`src/logic/fms_regs.vh`:
```
`ifndef FMS_REGS_VH
`define FMS_REGS_VH

// Core clock rate in MHz
`define FMS_CLK_MHZ 100
// Serial word layout, MSB first
`define FMS_WORD_BITS 16
`define FMS_CNT_W 4
`define FMS_WD_BIT 15
// Device status word (number seven) field positions
`define FMS_ST_LINK_FAULT 15
`define FMS_ST_FAIL_PIN 14
`define FMS_ST_FAULT_LSB 6
`define FMS_FAULT_W 8
// Watchdog timeout in ms for the two selections
`define FMS_WD_SHORT_MS 32
`define FMS_WD_LONG_MS 128
// Fail input deglitch time in us
`define FMS_DGL_US 200
// Derived cycle counts
`define FMS_WD_SHORT_CYC (`FMS_WD_SHORT_MS * 1000 * `FMS_CLK_MHZ)
`define FMS_WD_LONG_CYC (`FMS_WD_LONG_MS * 1000 * `FMS_CLK_MHZ)
`define FMS_DGL_CYC (`FMS_DGL_US * `FMS_CLK_MHZ)
// Channel counts
`define FMS_N_POWER 5
`define FMS_N_DIRECT 4

`endif

```
`src/logic/fms_supervisor.v`:
```
// Contract
// - Both supplies lost: all off, all cleared
// - Battery lost: keep state, outputs 1-5 off
// - No wake report during battery loss
// - Logic supply lost acts as watchdog timeout
// - Normal mode: outputs follow PWM engine
// - Fault reports readable over serial port
// - Direct inputs only steer outputs in fail
// - Fail input high forces fail mode
// - Fail mode: outputs 1-4 follow direct inputs, output 5 off
// - Fail input level shown in status seven
// - Any serial error forces fail mode
// - Watchdog bit must toggle every word
// - Watchdog timeout without message is error
// - Frame bit count must be multiple of 16
// - Stuck input caught by toggle check only
// - Error sets link fault flag, reported next
// - Link fault flag held throughout fail mode
// - Flag cleared on fail to normal transition
// - Fail input deglitched, 200 us high
`timescale 1ns/1ns
`default_nettype none
`include "fms_regs.vh"

module fms_supervisor #(
  parameter integer WD_SHORT_CYC = `FMS_WD_SHORT_CYC,
  parameter integer WD_LONG_CYC = `FMS_WD_LONG_CYC,
  parameter integer DGL_CYC = `FMS_DGL_CYC
) (
  input wire core_clk,
  input wire srst,
  input wire vbat_ok,
  input wire vcc_ok,
  input wire wake_state,
  input wire spi_clk,
  input wire spi_cs_n,
  input wire spi_mosi,
  output reg spi_miso,
  output wire spi_miso_oe,
  input wire fail_mode_pin,
  input wire [`FMS_N_DIRECT-1:0] direct_channel_inputs,
  input wire [`FMS_N_POWER:0] pwm_channel_drive,
  input wire [`FMS_FAULT_W-1:0] fault_reports,
  input wire wd_timeout_sel,
  output reg [`FMS_N_POWER-1:0] power_output_channels,
  output reg external_switch_control_output,
  output reg wake_report,
  output reg [`FMS_WORD_BITS-1:0] rx_word,
  output reg rx_word_valid,
  output reg fail_mode,
  output reg serial_link_fault_flag,
  output reg filtered_fail_request
);

  localparam [2:0] ST_NORMAL = 3'h1;
  localparam [2:0] ST_FAIL = 3'h2;
  localparam [2:0] ST_OFF = 3'h4;
  localparam integer NS = 6 + `FMS_N_DIRECT;

  ////////////////////////////////////////////////////////////////////////////
  // Two-stage synchronisers for the supply, serial, fail and direct input pins

  reg [NS-1:0] sync1;
  reg [NS-1:0] sync2;
  always @(posedge core_clk) begin
    if (srst) begin
      sync1 <= {NS{1'b0}};
      sync2 <= {NS{1'b0}};
    end else begin
      sync1 <= {direct_channel_inputs, fail_mode_pin, spi_mosi, spi_cs_n, spi_clk,
                vcc_ok, vbat_ok};
      sync2 <= sync1;
    end
  end

  wire vbat_s = sync2[0];
  wire vcc_s = sync2[1];
  wire sclk_s = sync2[2];
  wire cs_n_s = sync2[3];
  wire mosi_s = sync2[4];
  wire fail_pin_s = sync2[5];
  wire [`FMS_N_DIRECT-1:0] din_s = sync2[NS-1:6];

  // Both rails below reset level wipes all state like a reset
  wire power_off = !vbat_s && !vcc_s;
  wire rst_i = srst || power_off;

  ////////////////////////////////////////////////////////////////////////////
  // Fail input deglitch, symmetric

  reg [15:0] dgl_cnt;
  always @(posedge core_clk) begin
    if (rst_i) begin
      dgl_cnt <= 16'h0000;
      filtered_fail_request <= 1'b0;
    end else if (fail_pin_s == filtered_fail_request) begin
      dgl_cnt <= 16'h0000;
    end else if (dgl_cnt == DGL_CYC[15:0] - 16'h0001) begin
      dgl_cnt <= 16'h0000;
      filtered_fail_request <= fail_pin_s;
    end else begin
      dgl_cnt <= dgl_cnt + 16'h0001;
    end
  end

  ////////////////////////////////////////////////////////////////////////////
  // Serial receive and transmit

  reg sclk_d;
  reg cs_n_d;
  always @(posedge core_clk) begin
    if (rst_i) begin
      sclk_d <= 1'b0;
      cs_n_d <= 1'b1;
    end else begin
      sclk_d <= sclk_s;
      cs_n_d <= cs_n_s;
    end
  end

  // A dead logic rail leaves the port unusable, so frames are ignored
  wire link_up = vcc_s;
  wire cs_fall = link_up && cs_n_d && !cs_n_s;
  wire cs_rise = link_up && !cs_n_d && cs_n_s;
  wire sclk_rise = link_up && !cs_n_s && !sclk_d && sclk_s;
  wire sclk_fall = link_up && !cs_n_s && sclk_d && !sclk_s;

  reg [`FMS_WORD_BITS-1:0] rx_shift;
  reg [`FMS_WORD_BITS-1:0] tx_shift;
  reg [`FMS_CNT_W-1:0] bit_cnt;
  reg last_wd;
  reg frame_has_word;
  reg frame_bad;
  reg toggle_err;
  reg length_err;
  reg good_frame;

  wire word_end = sclk_rise && (bit_cnt == {`FMS_CNT_W{1'b1}});
  wire [`FMS_WORD_BITS-1:0] word_in = {rx_shift[`FMS_WORD_BITS-2:0], mosi_s};
  // A stuck data line repeats the same bit, which the toggle check catches
  wire wd_rx = word_in[`FMS_WD_BIT];
  wire wd_same = (wd_rx == last_wd);

  // Status word seven, snapshot at frame start so errors show next frame
  wire [`FMS_WORD_BITS-1:0] status_word =
    ({{(`FMS_WORD_BITS-1){1'b0}}, serial_link_fault_flag} << `FMS_ST_LINK_FAULT) |
    ({{(`FMS_WORD_BITS-1){1'b0}}, fail_pin_s} << `FMS_ST_FAIL_PIN) |
    ({{(`FMS_WORD_BITS-`FMS_FAULT_W){1'b0}}, fault_reports} << `FMS_ST_FAULT_LSB);

  always @(posedge core_clk) begin
    if (rst_i) begin
      rx_shift <= {`FMS_WORD_BITS{1'b0}};
      tx_shift <= {`FMS_WORD_BITS{1'b0}};
      bit_cnt <= {`FMS_CNT_W{1'b0}};
      last_wd <= 1'b0;
      frame_has_word <= 1'b0;
      frame_bad <= 1'b0;
      toggle_err <= 1'b0;
      length_err <= 1'b0;
      good_frame <= 1'b0;
      rx_word <= {`FMS_WORD_BITS{1'b0}};
      rx_word_valid <= 1'b0;
      spi_miso <= 1'b0;
    end else begin
      toggle_err <= 1'b0;
      length_err <= 1'b0;
      good_frame <= 1'b0;
      rx_word_valid <= 1'b0;
      if (cs_fall) begin
        bit_cnt <= {`FMS_CNT_W{1'b0}};
        frame_has_word <= 1'b0;
        frame_bad <= 1'b0;
        tx_shift <= status_word;
        spi_miso <= status_word[`FMS_WORD_BITS-1];
      end
      if (sclk_rise) begin
        rx_shift <= word_in;
        bit_cnt <= bit_cnt + {{(`FMS_CNT_W-1){1'b0}}, 1'b1};
      end
      if (word_end) begin
        last_wd <= wd_rx;
        frame_has_word <= 1'b1;
        if (wd_same) begin
          toggle_err <= 1'b1;
          frame_bad <= 1'b1;
        end else begin
          rx_word <= word_in;
          rx_word_valid <= 1'b1;
        end
      end
      if (sclk_fall) begin
        // Daisy chain: data in falls through behind the status bits
        tx_shift <= {tx_shift[`FMS_WORD_BITS-2:0], rx_shift[`FMS_WORD_BITS-1]};
        spi_miso <= tx_shift[`FMS_WORD_BITS-2];
      end
      if (cs_rise) begin
        if (bit_cnt != {`FMS_CNT_W{1'b0}}) begin
          length_err <= 1'b1;
        end else if (frame_has_word && !frame_bad) begin
          good_frame <= 1'b1;
        end
      end
    end
  end

  assign spi_miso_oe = link_up && !cs_n_s;

  ////////////////////////////////////////////////////////////////////////////
  // Watchdog timer

  reg [23:0] wd_cnt;
  reg wd_timeout;
  wire [23:0] wd_limit = wd_timeout_sel ? WD_LONG_CYC[23:0] : WD_SHORT_CYC[23:0];
  always @(posedge core_clk) begin
    if (rst_i) begin
      wd_cnt <= 24'h000000;
      wd_timeout <= 1'b0;
    end else begin
      wd_timeout <= 1'b0;
      if (good_frame) begin
        wd_cnt <= 24'h000000;
      end else if (!vcc_s || wd_cnt == wd_limit - 24'h000001) begin
        // Lost logic rail expires the timer at once
        wd_cnt <= 24'h000000;
        wd_timeout <= 1'b1;
      end else begin
        wd_cnt <= wd_cnt + 24'h000001;
      end
    end
  end

  wire comm_err = toggle_err || length_err || wd_timeout;

  ////////////////////////////////////////////////////////////////////////////
  // Mode state machine and link fault flag

  reg [2:0] state;
  reg [2:0] next_state;
  always @* begin
    next_state = state;
    case (state)
      ST_NORMAL: begin
        if (filtered_fail_request || comm_err) begin
          next_state = ST_FAIL;
        end
      end
      ST_FAIL: begin
        // Leave once the pin request is gone, on a clean frame if the link fault flag is set
        if (!filtered_fail_request && !comm_err &&
            (good_frame || !serial_link_fault_flag)) begin
          next_state = ST_NORMAL;
        end
      end
      default: begin
        next_state = ST_NORMAL;
      end
    endcase
  end

  always @(posedge core_clk) begin
    if (rst_i) begin
      state <= ST_NORMAL;
      fail_mode <= 1'b0;
      serial_link_fault_flag <= 1'b0;
    end else begin
      state <= next_state;
      fail_mode <= (next_state == ST_FAIL);
      if (comm_err) begin
        serial_link_fault_flag <= 1'b1;
      end else if (state == ST_FAIL && next_state == ST_NORMAL) begin
        serial_link_fault_flag <= 1'b0;
      end
    end
  end

  ////////////////////////////////////////////////////////////////////////////
  // Output routing

  always @(posedge core_clk) begin
    if (rst_i) begin
      power_output_channels <= {`FMS_N_POWER{1'b0}};
      external_switch_control_output <= 1'b0;
      wake_report <= 1'b0;
    end else begin
      wake_report <= wake_state && vbat_s;
      if (!vbat_s) begin
        power_output_channels <= {`FMS_N_POWER{1'b0}};
      end else if (state == ST_FAIL) begin
        power_output_channels <= {1'b0, din_s};
      end else begin
        power_output_channels <= pwm_channel_drive[`FMS_N_POWER-1:0];
      end
      // External switch is held low in fail mode, kept on battery loss
      external_switch_control_output <= (state == ST_NORMAL) &&
                                        pwm_channel_drive[`FMS_N_POWER];
    end
  end

endmodule // fms_supervisor

`default_nettype wire

```
`config.mk`:
```
export PLATFORM = sky130hd
export DESIGN_NAME = fms_supervisor
export DESIGN_NICKNAME = d
export VERILOG_FILES = /design/src/logic/fms_supervisor.v
export VERILOG_INCLUDE_DIRS = /design/src /design/src/logic
export SDC_FILE = /design/constraint.sdc
export NUM_CORES = 1
export LEC_CHECK = 0
export BUFFER_PORTS_ARGS = -buffer_cell sky130_fd_sc_hd__buf_2
export CAP_MARGIN = 20
export CORE_MARGIN = 3
export CORE_UTILIZATION = 52
export DETAILED_ROUTE_END_ITERATION = 8
export PLACE_DENSITY = 0.74
export SLEW_MARGIN = 20
export SYNTH_ARGS = -nofsm -noshare
export SYNTH_HDL_FRONTEND = slang
export SYNTH_SLANG_ARGS = --single-unit
```
`constraint.sdc`:
```
create_clock -name core_clk -period 2 [get_ports core_clk]
set_input_delay 0.3 -clock core_clk [delete_from_list [all_inputs] [get_ports core_clk]]
set_output_delay 0.3 -clock core_clk [all_outputs]
set_load 0.1 [all_outputs]
```
==> results of run 1 <==
[metrics by stage]
| step | instance area (sq um) | setup WS, ns | total power, uW | hold WS [ns] | setup TNS [ns] |
|---|---|---|---|---|---|
| after global routing | 6460 | -0.03549 | 5979 | 0.01953 | -0.3151 |
| final | 6460 | 0.03357 | 5782 | 0.03397 | 0 |
| after detailed placement | 5697 | 0.03336 | 2934 | 0.4185 | 0 |
| after CTS | 6405 | 0.01417 | 5833 | 0.008584 | 0 |
| after floorplan | 5175 | 0.04072 | 2877 | 0.3967 | 0 |
| after global placement | 5697 | 0.08946 | 2930 | 0.4125 | 0 |
[layout make-up]
cell class / count / area, sq um
repair buffers: 100 / 674.4
inverters: 9 / 33.78
multi-input cells: 368 / 2337
clock buffers: 18 / 417.9
flip-flops and latches: 135 / 2705
clock inverters: 14 / 130.1
well taps: 129 / 161.4
fillers: 738 / 2999
[layout by cell type (no fill, tap or decap), types with 3 or more instances in the layout]
master / instances
sky130_fd_sc_hd__dfxtp_1: 133
sky130_fd_sc_hd__nor2_1: 69
sky130_fd_sc_hd__buf_2: 56
sky130_fd_sc_hd__nand2_1: 50
sky130_fd_sc_hd__a21oi_1: 27
sky130_fd_sc_hd__buf_4: 23
sky130_fd_sc_hd__mux2i_1: 22
sky130_fd_sc_hd__nor2b_1: 20
sky130_fd_sc_hd__xor2_1: 18
sky130_fd_sc_hd__nor3_1: 16
sky130_fd_sc_hd__clkbuf_16: 16
sky130_fd_sc_hd__dlygate4sd3_1: 16
sky130_fd_sc_hd__nand3_1: 15
sky130_fd_sc_hd__nand4_1: 13
sky130_fd_sc_hd__xnor2_1: 11
sky130_fd_sc_hd__a211oi_1: 10
sky130_fd_sc_hd__inv_1: 9
sky130_fd_sc_hd__a222oi_1: 8
sky130_fd_sc_hd__o31ai_1: 8
sky130_fd_sc_hd__nor4_1: 7
sky130_fd_sc_hd__a22oi_1: 7
sky130_fd_sc_hd__and4_1: 6
sky130_fd_sc_hd__or4_1: 6
sky130_fd_sc_hd__inv_6: 6
sky130_fd_sc_hd__and3_1: 5
sky130_fd_sc_hd__o21ai_0: 5
sky130_fd_sc_hd__nand3b_1: 4
sky130_fd_sc_hd__ha_1: 4
sky130_fd_sc_hd__inv_8: 4
sky130_fd_sc_hd__nor3b_1: 3
sky130_fd_sc_hd__buf_6: 3
[metal layers]
layer	part of all wire	track usage
met1	0.43	0.2329
met5	0	0
met3	0.041	0.06552
met4	0.0084	0.06105
met2	0.52	0.3520
[state kept, by name, indices dropped and copies added (netlist names), 3 cells and up]
signal / cells
wd_cnt: 24
dgl_cnt: 16
rx_shift: 16
rx_word: 16
tx_shift: 15
sync1: 10
sync2: 10
power_output_channels: 5
bit_cnt: 4
state: 3
[cells by family (layout without fill, tap and decap cells)]
kind of cell | Yosys count | in the layout | synth area share
adder cells (fa/ha/maj) | 4 | 4 | 0.009686
AND/OR/NAND/NOR | 237 | 237 | 0.2392
AO/OA/AOI/OAI | 73 | 73 | 0.09806
multiplexers | 24 | 24 | 0.04697
XOR/XNOR | 29 | 29 | 0.04915
other | 1 | 1 | 0.0007257
flip-flops | 135 | 135 | 0.5230
buffers and inverters | 40 | 141 | 0.03317
[worst min path at each step]
stage / start / end / cells past startpoint
2_1_floorplan: frame_bad / good_frame / 1
3_3_place_gp: frame_bad / good_frame / 1
3_5_place_dp: frame_bad / good_frame / 1
4_1_cts: pwm_channel_drive[4] / power_output_channels[4] / 2
5_1_grt: pwm_channel_drive[4] / power_output_channels[4] / 2
6_report: pwm_channel_drive[4] / power_output_channels[4] / 2
[where the power goes]
group | internal, uW | total (uW) | switching, uW
registers | 2710 | 2730 | 15.7
logic | 77.8 | 171 | 93.7
clock network | 1580 | 2880 | 1300
total | 4370 | 5780 | 1410
[repair_timing]
action | 4_1_cts | 5_1_grt
endpoints found under the setup margin | 0 | 27
buffers inserted | 0 | 3
hold endpoints to repair | 16 | 0
gates resized for setup | 0 | 9
hold buffers | 16 | 0
==> impl_results.html, run 1 <==
<table>
<tr><th>Metric</th><th>Value</th></tr>
<tr><th colspan="2">Worst setup path</th></tr>
<tr><td>Ordered list of cells on the worst path</td><td>or3b_1 &gt; or4_4 &gt; a2111oi_4 &gt; buf_4 &gt; buf_6 &gt; nor3_1</td></tr>
<tr><td>Top fanout value on the critical path</td><td>8</td></tr>
<tr><td>Worst Path Buf+Inv</td><td>2</td></tr>
<tr><td>Endpoint of the worst register-to-register path</td><td>wd_cnt[6]</td></tr>
<tr><td>Number of cells on the critical path</td><td>6</td></tr>
<tr><td>Data required time of the critical path</td><td>2.40 ns</td></tr>
<tr><td>Arr. time, crit path</td><td>2.37 ns</td></tr>
<tr><td>Slowest library cell on the worst path</td><td>sky130_fd_sc_hd__or4_4</td></tr>
<tr><td>Depth of the worst register-to-register path</td><td>6</td></tr>
<tr><td>Cell class contributing the biggest share of worst-path delay</td><td>simple AND/OR/NAND/NOR gates</td></tr>
<tr><td>Startpoint type of the worst setup path</td><td>flip-flop</td></tr>
<tr><td>Kind of end point of the critical path</td><td>flip-flop</td></tr>
<tr><td>Max incr delay on CP</td><td>0.44 ns</td></tr>
<tr><td>Critical register-to-register path startpoint</td><td>wd_cnt[22]</td></tr>
<tr><td>Last element of the critical path</td><td>wd_cnt[6]</td></tr>
<tr><td>Start point of the critical path</td><td>wd_cnt[22]</td></tr>
<tr><td>Setup slack on the worst flop-to-flop path</td><td>around 0.034 ns</td></tr>
<tr><td>Crit Path Category</td><td>flip-flop to flip-flop</td></tr>
<tr><th colspan="2">CTS</th></tr>
<tr><td>Sink count of the clock tree</td><td>135</td></tr>
<tr><td>Level count of the clock H-tree</td><td>4</td></tr>
<tr><td>Reg clk slew, reported paths</td><td>0.07 ns</td></tr>
<tr><td>Buffer cell driving the clock tree root</td><td>sky130_fd_sc_hd__clkbuf_8</td></tr>
<tr><td>TritonCTS clock tree</td><td>done</td></tr>
<tr><td>Number of CTS-inserted buffers</td><td>17</td></tr>
<tr><td>CTS Buffer Depth</td><td>2</td></tr>
<tr><td>Latest clock arrival within the worst-skew pair</td><td>0.53 ns</td></tr>
<tr><th colspan="2">Route</th></tr>
<tr><td>Total DRC errors in the routed layout</td><td>0</td></tr>
<tr><td>Number of vias in the routed layout</td><td>4129</td></tr>
<tr><td>Routed length per placed instance</td><td>14.21 microns</td></tr>
<tr><td>Routed WL</td><td>10980 microns</td></tr>
<tr><td>Number of violations reported at the end of detailed-routing iteration 0</td><td>181</td></tr>
<tr><td>1st-pass router iterations</td><td>5</td></tr>
<tr><td>Via/cell ratio</td><td>5.342</td></tr>
<tr><td>DRT antenna net count</td><td>0</td></tr>
<tr><th colspan="2">Timing</th></tr>
<tr><td>Final setup viols</td><td>0</td></tr>
<tr><td>Final slew viol count</td><td>0</td></tr>
<tr><td>Post-route clock skew</td><td>0.009447 ns</td></tr>
<tr><td>Final min period</td><td>around 2.0 ns</td></tr>
<tr><td>Period utilization</td><td>0.9832</td></tr>
<tr><td>Hold violation count in the final report</td><td>0</td></tr>
<tr><td>Achievable frequency</td><td>508.5 MHz</td></tr>
<tr><td>Slew at the pin closest to its max-slew limit</td><td>about 0.70 ns</td></tr>
<tr><td>Remaining max-slew budget at the tightest pin</td><td>0.5331</td></tr>
<tr><th colspan="2">Synth</th></tr>
<tr><td>Total of flip-flops plus latches after synthesis</td><td>roughly 140</td></tr>
<tr><td>Ys async rst share</td><td>0</td></tr>
<tr><td>Top cells by area, synth</td><td>sky130_fd_sc_hd__dfxtp_1 52%, sky130_fd_sc_hd__nor2_1 5.0%, sky130_fd_sc_hd__mux2i_1 4.3%</td></tr>
<tr><td>Main flop type after synthesis</td><td>sky130_fd_sc_hd__dfxtp_1</td></tr>
<tr><td>Warnings, synthesis</td><td>0</td></tr>
<tr><td>Most instantiated library cell after synthesis</td><td>sky130_fd_sc_hd__dfxtp_1</td></tr>
<tr><td>Number of enable-type register cells in the synthesized netlist</td><td>0</td></tr>
<tr><td>Synthesized net count</td><td>575</td></tr>
<tr><td>Post-synthesis cell count</td><td>543</td></tr>
<tr><td>Mean area per synthesized cell</td><td>9.516 sq um</td></tr>
<tr><td>Register area share after synthesis</td><td>0.5230</td></tr>
<tr><td>Synth unique cells</td><td>51</td></tr>
<tr><td>Total standard cell area after synthesis</td><td>5167 sq um</td></tr>
<tr><td>Post-synthesis cell type with the largest combined area</td><td>sky130_fd_sc_hd__dfxtp_1</td></tr>
<tr><td>Most frequent cells after synthesis</td><td>135 x sky130_fd_sc_hd__dfxtp_1, 69 x sky130_fd_sc_hd__nor2_1, 50 x sky130_fd_sc_hd__nand2_1</td></tr>
<tr><td>Synth top area share</td><td>0.5230</td></tr>
<tr><th colspan="2">Global routing</th></tr>
<tr><td>Antenna violations before repair</td><td>0</td></tr>
<tr><td>Largest net degree at the start of global routing</td><td>58</td></tr>
<tr><td>Total congestion overflow</td><td>0</td></tr>
<tr><td>Total track usage</td><td>0.2010</td></tr>
<tr><td>First-pass GRT wire length</td><td>18140 microns</td></tr>
<tr><td>Vias in the first global route</td><td>3880</td></tr>
<tr><th colspan="2">Place</th></tr>
<tr><td>Routability congestion estimate</td><td>0.8098</td></tr>
<tr><td>HPWL after DPL</td><td>6806 microns</td></tr>
<tr><td>Instance count after placement with tap cells included</td><td>720</td></tr>
<tr><td>Buffers added on ports</td><td>56</td></tr>
<tr><th colspan="2">Floorplanning</th></tr>
<tr><td>Vertical die dimension</td><td>105.7 microns</td></tr>
<tr><td>Row Count</td><td>35</td></tr>
<tr><td>Core ar.</td><td>9459 sq um</td></tr>
<tr><td>Starting utilization of the core area</td><td>0.5463</td></tr>
<tr><td>Area of the die</td><td>11170 sq um</td></tr>
<tr><td>Die width</td><td>105.7 microns</td></tr>
<tr><td>Number of top-level pins</td><td>between 50 and 60</td></tr>
<tr><th colspan="2">Finish</th></tr>
<tr><td>Number of nets in the final layout</td><td>663</td></tr>
<tr><td>Utilization after layout</td><td>0.6829</td></tr>
<tr><td>Number of non-filler instances in the completed layout</td><td>just under 800</td></tr>
<tr><td>Layout cells sized above 1</td><td>0.2065</td></tr>
<tr><td>Relative area change from synthesis to final layout</td><td>25.01%</td></tr>
<tr><td>Antenna Cells</td><td>0</td></tr>
<tr><th colspan="2">Run status</th></tr>
<tr><td>Result of the run</td><td>finished, final reports clean</td></tr>
<tr><th colspan="2">Job</th></tr>
<tr><td>Max_cap viols</td><td>0</td></tr>
<tr><th colspan="2">Power</th></tr>
<tr><td>Static power due to leakage</td><td>~0.0023 uW</td></tr>
<tr><td>Worst IR drop on VDD</td><td>0.8296 mV</td></tr>
<tr><td>PD cells</td><td>~900 nW/um^2</td></tr>
<tr><th colspan="2">Worst hold path</th></tr>
<tr><td>Hold crit path type</td><td>input port to flip-flop</td></tr>
</table>
Note: power is estimated with default switching activity, not from simulation.
==> run 2: changes to the inputs <==
Settings changed: CORE_UTILIZATION 52 to 60, PLACE_DENSITY 0.74 to 0.8, SLEW_MARGIN 20 to unset.
Clock period 2 ns to 2.47 ns, I/O delays scaled along.
==> run 2 against run 1 <==
Final area shrank 5.5%; core utilization increased by 5.2 points; global-route usage up 1.4 points; combinational power is 35% lower; critical path depth down 4; count of clock-buffer cells in the layout is the same; power shrank 21%; cell count down 7.4%; via count fell by 2.5%.
==> impl_results.html, run 2 (synthesized netlist as in run 1, its figures left out) <==
<table>
<tr><th>Metric</th><th>Value</th></tr>
<tr><th colspan="2">Run status</th></tr>
<tr><td>Result of the run</td><td>finished, final reports clean</td></tr>
<tr><th colspan="2">Finish</th></tr>
<tr><td>Filler cells</td><td>606 (-18%)</td></tr>
<tr><td>Relative area change from synthesis to final layout</td><td>18.09%</td></tr>
<tr><td>Summed area of non-filler cells in the final layout</td><td>6102 sq um (-5.5%)</td></tr>
<tr><td>Register bank with the most flops</td><td>wd_cnt</td></tr>
<tr><td>Number of nets in the final layout</td><td>630 (-5.0%)</td></tr>
<tr><td>Most common library cell in the layout ignoring fill and taps</td><td>sky130_fd_sc_hd__dfxtp_1</td></tr>
<tr><td>Area taken by flip-flops and latches</td><td>2703 sq um (about the same)</td></tr>
<tr><td>Layout cells sized above 1</td><td>0.1849 (-0.02158)</td></tr>
<tr><td>Leading cell types in the layout, fill and taps excluded</td><td>135 x sky130_fd_sc_hd__dfxtp_1, 69 x sky130_fd_sc_hd__nor2_1, 56 x sky130_fd_sc_hd__buf_2, 50 x sky130_fd_sc_hd__nand2_1, 28 x sky130_fd_sc_hd__a21oi_1</td></tr>
<tr><td>Area of combinational cells with multiple inputs</td><td>2328 sq um (-0.37%)</td></tr>
<tr><td>Flip-flop count of the largest register, all copies and words added</td><td>24 (unchanged)</td></tr>
<tr><td>Antenna Cells</td><td>0 (unchanged)</td></tr>
<tr><th colspan="2">Floorplanning</th></tr>
<tr><td>Row Count</td><td>33 (-5.7%)</td></tr>
<tr><td>Vertical die dimension</td><td>98.81 microns (-6.5%)</td></tr>
<tr><td>Die width</td><td>98.81 microns (-6.5%)</td></tr>
<tr><td>Number of top-level pins</td><td>57 (unchanged)</td></tr>
<tr><td>Starting utilization of the core area</td><td>0.6226 (+0.07635)</td></tr>
<tr><td>Area of the die</td><td>9762 sq um (-13%)</td></tr>
<tr><td>Core ar.</td><td>8299 sq um (-12%)</td></tr>
<tr><th colspan="2">Worst hold path</th></tr>
<tr><td>Hold crit path type</td><td>input port to flip-flop</td></tr>
<tr><th colspan="2">Timing</th></tr>
<tr><td>Achievable frequency</td><td>around 470 MHz</td></tr>
<tr><td>Hold violation count in the final report</td><td>0 (unchanged)</td></tr>
<tr><td>Final TNS setup</td><td>0 ns (unchanged)</td></tr>
<tr><td>Post-route clock skew</td><td>0.006854 ns (-0.002593 ns)</td></tr>
<tr><td>Remaining max-slew budget at the tightest pin</td><td>0.5226 (-0.01056)</td></tr>
<tr><td>Final setup viols</td><td>0 (unchanged)</td></tr>
<tr><td>Period utilization</td><td>0.8623</td></tr>
<tr><td>RSZ-0062 raised after global routing</td><td>no</td></tr>
<tr><td>Final slew viol count</td><td>0 (unchanged)</td></tr>
<tr><td>Final min period</td><td>2.130 ns</td></tr>
<tr><td>Slew at the pin closest to its max-slew limit</td><td>0.7162 ns (+0.01585 ns)</td></tr>
<tr><th colspan="2">Place</th></tr>
<tr><td>HPWL after DPL</td><td>6537 microns (-4.0%)</td></tr>
<tr><td>Routability congestion estimate</td><td>0.8538 (+5.4%)</td></tr>
<tr><td>Cell area after placement</td><td>5559 sq um (-2.4%)</td></tr>
<tr><td>Buffers added on ports</td><td>56 (unchanged)</td></tr>
<tr><th colspan="2">CTS</th></tr>
<tr><td>Number of buffers added to fix hold violations after cts</td><td>0 (-16)</td></tr>
<tr><td>Latest clock arrival within the worst-skew pair</td><td>0.51 ns (-0.02 ns)</td></tr>
<tr><td>CTS Buffer Depth</td><td>2 (unchanged)</td></tr>
<tr><td>TritonCTS clock tree</td><td>done</td></tr>
<tr><td>Level count of the clock H-tree</td><td>4 (unchanged)</td></tr>
<tr><td>Buffer cell driving the clock tree root</td><td>sky130_fd_sc_hd__clkbuf_8</td></tr>
<tr><td>Number of CTS-inserted buffers</td><td>17 (unchanged)</td></tr>
<tr><td>Post CTS Setup Buffer Count</td><td>0 (unchanged)</td></tr>
<tr><td>Reg clk slew, reported paths</td><td>0.06 ns (about the same)</td></tr>
<tr><td>Post-CTS sizing</td><td>0 (unchanged)</td></tr>
<tr><td>Sink count of the clock tree</td><td>135 (unchanged)</td></tr>
<tr><th colspan="2">Worst setup path</th></tr>
<tr><td>Max incr delay on CP</td><td>0.54 ns (+0.10 ns)</td></tr>
<tr><td>Critical register-to-register path startpoint</td><td>wd_cnt[20]</td></tr>
<tr><td>Data required time of the critical path</td><td>2.10 ns (-0.30 ns)</td></tr>
<tr><td>Slowest library cell on the worst path</td><td>sky130_fd_sc_hd__dfxtp_1</td></tr>
<tr><td>Crit Path Category</td><td>flip-flop to output pin</td></tr>
<tr><td>Kind of end point of the critical path</td><td>output pin</td></tr>
<tr><td>Endpoint of the worst register-to-register path</td><td>wd_cnt[1]</td></tr>
<tr><td>Depth of the worst register-to-register path</td><td>5 (-1)</td></tr>
<tr><td>Startpoint type of the worst setup path</td><td>flip-flop</td></tr>
<tr><td>Ordered list of cells on the worst path</td><td>nor2b_2 &gt; buf_2</td></tr>
<tr><td>Top fanout value on the critical path</td><td>9 (+1)</td></tr>
<tr><td>Arr. time, crit path</td><td>1.76 ns (-0.61 ns)</td></tr>
<tr><td>Last element of the critical path</td><td>spi_miso_oe</td></tr>
<tr><td>Setup slack on the worst flop-to-flop path</td><td>0.41 ns (+0.38 ns)</td></tr>
<tr><td>Start point of the critical path</td><td>sync2[1]</td></tr>
<tr><th colspan="2">Power</th></tr>
<tr><td>PD cells</td><td>752.3 nW/um^2 (-16%)</td></tr>
<tr><td>Worst IR drop on VDD</td><td>0.6163 mV (-26%)</td></tr>
<tr><td>Static power due to leakage</td><td>0.002136 uW (-7.4%)</td></tr>
<tr><th colspan="2">Job</th></tr>
<tr><td>Max_cap viols</td><td>0 (unchanged)</td></tr>
<tr><th colspan="2">Route</th></tr>
<tr><td>Routed length per placed instance</td><td>14.12 microns (-0.64%)</td></tr>
<tr><td>Via/cell ratio</td><td>5.623 (+5.3%)</td></tr>
<tr><td>Total DRC errors in the routed layout</td><td>0 (unchanged)</td></tr>
<tr><td>1st-pass router iterations</td><td>4 (-1)</td></tr>
<tr><td>Number of vias in the routed layout</td><td>4026 (-2.5%)</td></tr>
<tr><td>DRT antenna net count</td><td>0 (unchanged)</td></tr>
<tr><td>Routed WL</td><td>10110 microns (-8.0%)</td></tr>
<tr><td>Number of violations reported at the end of detailed-routing iteration 0</td><td>220 (+22%)</td></tr>
<tr><th colspan="2">Global routing</th></tr>
<tr><td>Total track usage</td><td>0.2145 (+0.01358)</td></tr>
<tr><td>Largest net degree at the start of global routing</td><td>60 (+3.4%)</td></tr>
<tr><td>Antenna violations before repair</td><td>0 (unchanged)</td></tr>
<tr><td>Total congestion overflow</td><td>0 (unchanged)</td></tr>
<tr><td>First-pass GRT wire length</td><td>17130 microns (-5.6%)</td></tr>
<tr><td>Vias in the first global route</td><td>3861 (-0.49%)</td></tr>
</table>
==> run 2: cell types whose count changed in the layout (fill, tap and decap cells not counted), sizes merged <==
cell,change
buf,-16
clkinv,+4
bufinv,+1
inv,-6
clkbuf,-1
clkinvlp,+1
dlygate4sd3,-16
==> run 2: per-layer routing <==
metal  wire length, microns  GRT usage  vias up
li1                       -          -     2024
met1                   4270     0.2468     1921
met2                   5376     0.3740       68
met3                    338    0.07077       13
met4                    124    0.07248        0
met5                      0          0        -
==> run 2: critical path, delay by kind of cell (launching register included) <==
kind	cells	cell delay, ns
DFF	1	0.54
buffers and inverters	1	0.45
and+or+nand+nor	1	0.25
==> run 2: cell type report <==
| class | instances | area share |
|---|---|---|
| Clock buffer | 18 | 0.06848 |
| Clock inverter | 14 | 0.02050 |
| Inverter | 9 | 0.005536 |
| Multi-Input combinational cell | 368 | 0.3816 |
| Sequential cell | 135 | 0.4429 |
| Tap cell | 105 | 0.02153 |
| Timing Repair Buffer | 67 | 0.05946 |
==> run 2: through the flow <==
step | setup slack (ns) | power [uW] | std cells | hold slack (ns) | utilization
2_1_floorplan | 0.1384 | 2329 | 543 | 0.3967 | -
3_3_place_gp | 0.4876 | 2367 | 684 | 0.4171 | 0.6698
3_5_place_dp | 0.4398 | 2371 | 684 | 0.4265 | 0.6698
4_1_cts | 0.3070 | 4632 | 716 | 0.03793 | 0.7353
5_1_grt | 0.2176 | 4733 | 716 | 0.03749 | 0.7353
6_report | 0.3400 | 4591 | 716 | 0.06306 | 0.7353
==> run 2: how the worst min path moves through the flow <==
| stage | startpoint | end | slack [ns] | depth (start not counted) |
|---|---|---|---|---|
| detailed placement | frame_bad | good_frame | 0.43 | 1 |
| CTS | vcc_ok | sync1[1] | 0.04 | 2 |
| global placement | frame_bad | good_frame | 0.42 | 1 |
| global route | vcc_ok | sync1[1] | 0.04 | 2 |
| floorplan | frame_bad | good_frame | 0.40 | 1 |
| finish | vcc_ok | sync1[1] | 0.06 | 2 |
==> run 2: report_power, final <==
group / internal (uW) / switching (uW) / leakage (uW)
Clock: 1340 / 929 / 0.000262
Sequential: 2200 / 12.5 / 0.00109
Combinational: 42.3 / 68.8 / 0.000781
==> run 3: changes to the inputs <==
--- a/config.mk
+++ b/config.mk
@@ -11,5 +11,6 @@
 export CORE_MARGIN = 3
-export CORE_UTILIZATION = 60
+export CORE_UTILIZATION = 58
 export DETAILED_ROUTE_END_ITERATION = 8
-export PLACE_DENSITY = 0.8
+export GPL_ROUTABILITY_DRIVEN = 0
+export PLACE_DENSITY = 0.78
 export SYNTH_ARGS = -nofsm -noshare
==> constraint.sdc (replaced) <==
create_clock -name core_clk -period 2.1 [get_ports core_clk]
set_input_delay 0.42 -clock core_clk [delete_from_list [all_inputs] [get_ports core_clk]]
set_output_delay 0.42 -clock core_clk [all_outputs]
set_load 0.1 [all_outputs]
==> run 3 against run 2 <==
Non-clock buffer count rose by 9; largest power group unchanged; via count up 1.9%; die area is 3.2% higher; critical path depth is the same; core utilization grew 0.077 points; final area grew 1.6%; combinational power grew 25%; critical endpoint unchanged; flip-flop and latch count is the same; first-iteration DRC count fell by 9.1%; clock power up 18%.
==> impl_results.html, run 3 (synthesized netlist as in run 1, its figures left out) <==
<table>
<tr><th>Metric</th><th>Value</th></tr>
<tr><th colspan="2">Run status</th></tr>
<tr><td>Result of the run</td><td>finished, final reports clean</td></tr>
<tr><th colspan="2">Floorplanning</th></tr>
<tr><td>Die width</td><td>100.4 microns (+1.6%)</td></tr>
<tr><td>Row Count</td><td>33 (unchanged)</td></tr>
<tr><td>Starting utilization of the core area</td><td>0.6135 (-0.009156)</td></tr>
<tr><td>Vertical die dimension</td><td>100.4 microns (+1.6%)</td></tr>
<tr><td>Number of top-level pins</td><td>57 (unchanged)</td></tr>
<tr><td>Area of the die</td><td>10080 sq um (+3.2%)</td></tr>
<tr><td>Core ar.</td><td>8423 sq um (+1.5%)</td></tr>
<tr><th colspan="2">Timing</th></tr>
<tr><td>Hold violation count in the final report</td><td>0 (unchanged)</td></tr>
<tr><td>Period utilization</td><td>0.9616</td></tr>
<tr><td>RSZ-0062 raised after global routing</td><td>no</td></tr>
<tr><td>Final min period</td><td>between 2 and 2.5 ns</td></tr>
<tr><td>Final slew viol count</td><td>0 (unchanged)</td></tr>
<tr><td>Achievable frequency</td><td>~500 MHz</td></tr>
<tr><td>Post-route clock skew</td><td>0.005283 ns (-0.001571 ns)</td></tr>
<tr><td>Final Hold Slack</td><td>0.1186 ns (+0.05556 ns)</td></tr>
<tr><td>Final TNS setup</td><td>0 ns (unchanged)</td></tr>
<tr><td>Final setup viols</td><td>0 (unchanged)</td></tr>
<tr><th colspan="2">CTS</th></tr>
<tr><td>Number of buffers added to fix hold violations after cts</td><td>0 (unchanged)</td></tr>
<tr><td>Level count of the clock H-tree</td><td>4 (unchanged)</td></tr>
<tr><td>Post CTS Setup Buffer Count</td><td>0 (unchanged)</td></tr>
<tr><td>TritonCTS clock tree</td><td>done</td></tr>
<tr><td>Latest clock arrival within the worst-skew pair</td><td>0.51 ns (about the same)</td></tr>
<tr><td>Post-CTS sizing</td><td>1 (+1)</td></tr>
<tr><td>Reg clk slew, reported paths</td><td>0.06 ns (about the same)</td></tr>
<tr><td>Number of CTS-inserted buffers</td><td>17 (unchanged)</td></tr>
<tr><td>Buffer cell driving the clock tree root</td><td>sky130_fd_sc_hd__clkbuf_8</td></tr>
<tr><td>CTS Buffer Depth</td><td>2 (unchanged)</td></tr>
<tr><td>Sink count of the clock tree</td><td>135 (unchanged)</td></tr>
<tr><th colspan="2">Place</th></tr>
<tr><td>Cell area after placement</td><td>5644 sq um (+1.5%)</td></tr>
<tr><td>HPWL after DPL</td><td>6680 microns (+2.2%)</td></tr>
<tr><td>Buffers added on ports</td><td>56 (unchanged)</td></tr>
<tr><th colspan="2">Global routing</th></tr>
<tr><td>First-pass GRT wire length</td><td>17650 microns (+3.0%)</td></tr>
<tr><td>Most heavily used metal layer in global routing</td><td>met2</td></tr>
<tr><td>Total congestion overflow</td><td>0 (unchanged)</td></tr>
<tr><td>GRT met1 Usage</td><td>0.2471 (+0.0002904)</td></tr>
<tr><td>Largest net degree at the start of global routing</td><td>62 (+3.3%)</td></tr>
<tr><td>Antenna violations before repair</td><td>0 (unchanged)</td></tr>
<tr><td>GR Layer Usage met2</td><td>0.3818 (+0.007786)</td></tr>
<tr><td>Vias in the first global route</td><td>3939 (+2.0%)</td></tr>
<tr><td>Met3 track demand over resource in global routing</td><td>0.05768 (-0.01309)</td></tr>
<tr><td>Total track usage</td><td>0.2168 (+0.002245)</td></tr>
<tr><th colspan="2">Finish</th></tr>
<tr><td>Utilization after layout</td><td>0.7360 (+0.0007740)</td></tr>
<tr><td>Antenna Cells</td><td>0 (unchanged)</td></tr>
<tr><td>Layout cells sized above 1</td><td>0.1984 (+0.01344)</td></tr>
<tr><td>Register bank with the most flops</td><td>wd_cnt</td></tr>
<tr><td>Number of nets in the final layout</td><td>639 (+1.4%)</td></tr>
<tr><td>Most common library cell in the layout ignoring fill and taps</td><td>sky130_fd_sc_hd__dfxtp_1</td></tr>
<tr><td>Leading cell types in the layout, fill and taps excluded</td><td>135 x sky130_fd_sc_hd__dfxtp_1, 69 x sky130_fd_sc_hd__nor2_1, 55 x sky130_fd_sc_hd__buf_2, 50 x sky130_fd_sc_hd__nand2_1, 28 x sky130_fd_sc_hd__a21oi_1</td></tr>
<tr><td>Flip-flop count of the largest register, all copies and words added</td><td>24 (unchanged)</td></tr>
<tr><td>Summed area of non-filler cells in the final layout</td><td>6200 sq um (+1.6%)</td></tr>
<tr><td>Relative area change from synthesis to final layout</td><td>19.98%</td></tr>
<tr><th colspan="2">Route</th></tr>
<tr><td>DRT antenna net count</td><td>0 (unchanged)</td></tr>
<tr><td>Routed length per placed instance</td><td>14.56 microns (+3.1%)</td></tr>
<tr><td>1st-pass router iterations</td><td>5 (+1)</td></tr>
<tr><td>Number of vias in the routed layout</td><td>4102 (+1.9%)</td></tr>
<tr><td>Routed WL</td><td>10560 microns (+4.4%)</td></tr>
<tr><td>Total DRC errors in the routed layout</td><td>0 (unchanged)</td></tr>
<tr><td>Number of violations reported at the end of detailed-routing iteration 0</td><td>200 (-9.1%)</td></tr>
<tr><td>Via/cell ratio</td><td>5.658 (+0.62%)</td></tr>
<tr><th colspan="2">Worst setup path</th></tr>
<tr><td>Crit Path Category</td><td>flip-flop to output pin</td></tr>
<tr><td>Slowest library cell on the worst path</td><td>sky130_fd_sc_hd__dfxtp_1</td></tr>
<tr><td>Kind of end point of the critical path</td><td>output pin</td></tr>
<tr><td>Endpoint of the worst register-to-register path</td><td>wd_cnt[14]</td></tr>
<tr><td>Critical register-to-register path startpoint</td><td>wd_cnt[22]</td></tr>
<tr><td>Ordered list of cells on the worst path</td><td>nor2b_4 &gt; buf_4</td></tr>
<tr><td>Data required time of the critical path</td><td>1.68 ns (-0.42 ns)</td></tr>
<tr><td>Max incr delay on CP</td><td>0.55 ns (about the same)</td></tr>
<tr><td>Arr. time, crit path</td><td>1.60 ns (-0.16 ns)</td></tr>
<tr><td>Depth of the worst register-to-register path</td><td>5 (unchanged)</td></tr>
<tr><td>Startpoint type of the worst setup path</td><td>flip-flop</td></tr>
<tr><td>Setup slack on the worst flop-to-flop path</td><td>0.10 ns (-0.31 ns)</td></tr>
<tr><td>Top fanout value on the critical path</td><td>9 (unchanged)</td></tr>
<tr><th colspan="2">Power</th></tr>
<tr><td>Static power due to leakage</td><td>0.002192 uW (+2.6%)</td></tr>
<tr><td>Logic gate share of total power</td><td>0.026 (+0.002)</td></tr>
<tr><td>Portion of total power attributed to sequential cells</td><td>0.480 (-0.002)</td></tr>
<tr><td>Clock Power Share</td><td>0.494 (about the same)</td></tr>
<tr><td>Post-route total power</td><td>5415 uW (+18%)</td></tr>
<tr><td>Worst IR drop on VDD</td><td>0.5336 mV (-13%)</td></tr>
<tr><td>P_sw</td><td>1217 uW (+20%)</td></tr>
<tr><td>PD cells</td><td>873.5 nW/um^2 (+16%)</td></tr>
<tr><td>Switching portion of total power</td><td>0.2247 (+0.004628)</td></tr>
<tr><td>Internal power contribution</td><td>4199 uW (+17%)</td></tr>
<tr><th colspan="2">Job</th></tr>
<tr><td>Max_cap viols</td><td>0 (unchanged)</td></tr>
<tr><th colspan="2">Worst hold path</th></tr>
<tr><td>Hold crit path type</td><td>input port to flip-flop</td></tr>
<tr><td>Hold EP</td><td>sync1[1]</td></tr>
<tr><td>Hold Path Origin</td><td>vcc_ok</td></tr>
<tr><td>Hold depth</td><td>2 (unchanged)</td></tr>
</table>
run 3: cell count changes in the layout (fill, tap and decap cells not counted), moves of 2 or more:
cell | previous run | this run
sky130_fd_sc_hd__clkinv_2 | 4 | 2
sky130_fd_sc_hd__clkbuf_8 | 1 | 4
sky130_fd_sc_hd__clkinv_4 | 2 | 4
sky130_fd_sc_hd__buf_4 | 11 | 19
run 3: area by class of cell:
cell class              instances  area, sq um
clock inverters                12        93.84
clock buffers                  20        455.4
well taps                     105        131.4
multi-input cells             368         2333
fillers                       578         2223
repair buffers                 76        449.2
flip-flops and latches        135         2703
inverters                       9        33.78
run 3: power groups by stage:
stage                     sequential (uW)  combinational, uW  clock, uW
final                                2600                139       2670
after global routing                 2600                152       2840
after floorplan                      2670               70.2          0
after CTS                            2600                140       2710
after global placement               2660                135          0
after detailed placement             2660                138          0
run 3: per-layer routing:
layer | share of wire | wire, microns | vias up
li1 | - | - | 2054
met1 | 0.42 | 4399 | 1932
met2 | 0.52 | 5533 | 94
met3 | 0.040 | 424 | 22
met4 | 0.019 | 200 | 0
met5 | 0 | 0 | -
run 3: how the worst max path moves through the flow:
stage	startpoint	end	slack, ns	cells after the start
finish	sync2[1]	spi_miso_oe	0.08	2
global route	sync2[1]	spi_miso_oe	0.01	2
CTS	wd_cnt[22]	wd_cnt[14]	0.06	5
detailed placement	wd_cnt[22]	wd_cnt[5]	0.08	5
global placement	wd_cnt[22]	wd_cnt[1]	0.14	5
floorplan	wd_cnt[20]	wd_cnt[11]	0.09	5
run 3: critical path: cells and delay by family (launching register included):
family / cells / cell delay [ns]
flops: 1 / 0.55
buf+inv: 1 / 0.30
simple gates: 1 / 0.24
run 3: stage by stage:
| step | setup slack, ns | instances |
|---|---|---|
| finish | 0.08055 | 725 |
| global route | 0.009943 | 725 |
| CTS | 0.06193 | 725 |
| detailed placement | 0.07968 | 693 |
| global placement | 0.1384 | 693 |
| floorplan | 0.08735 | 543 |
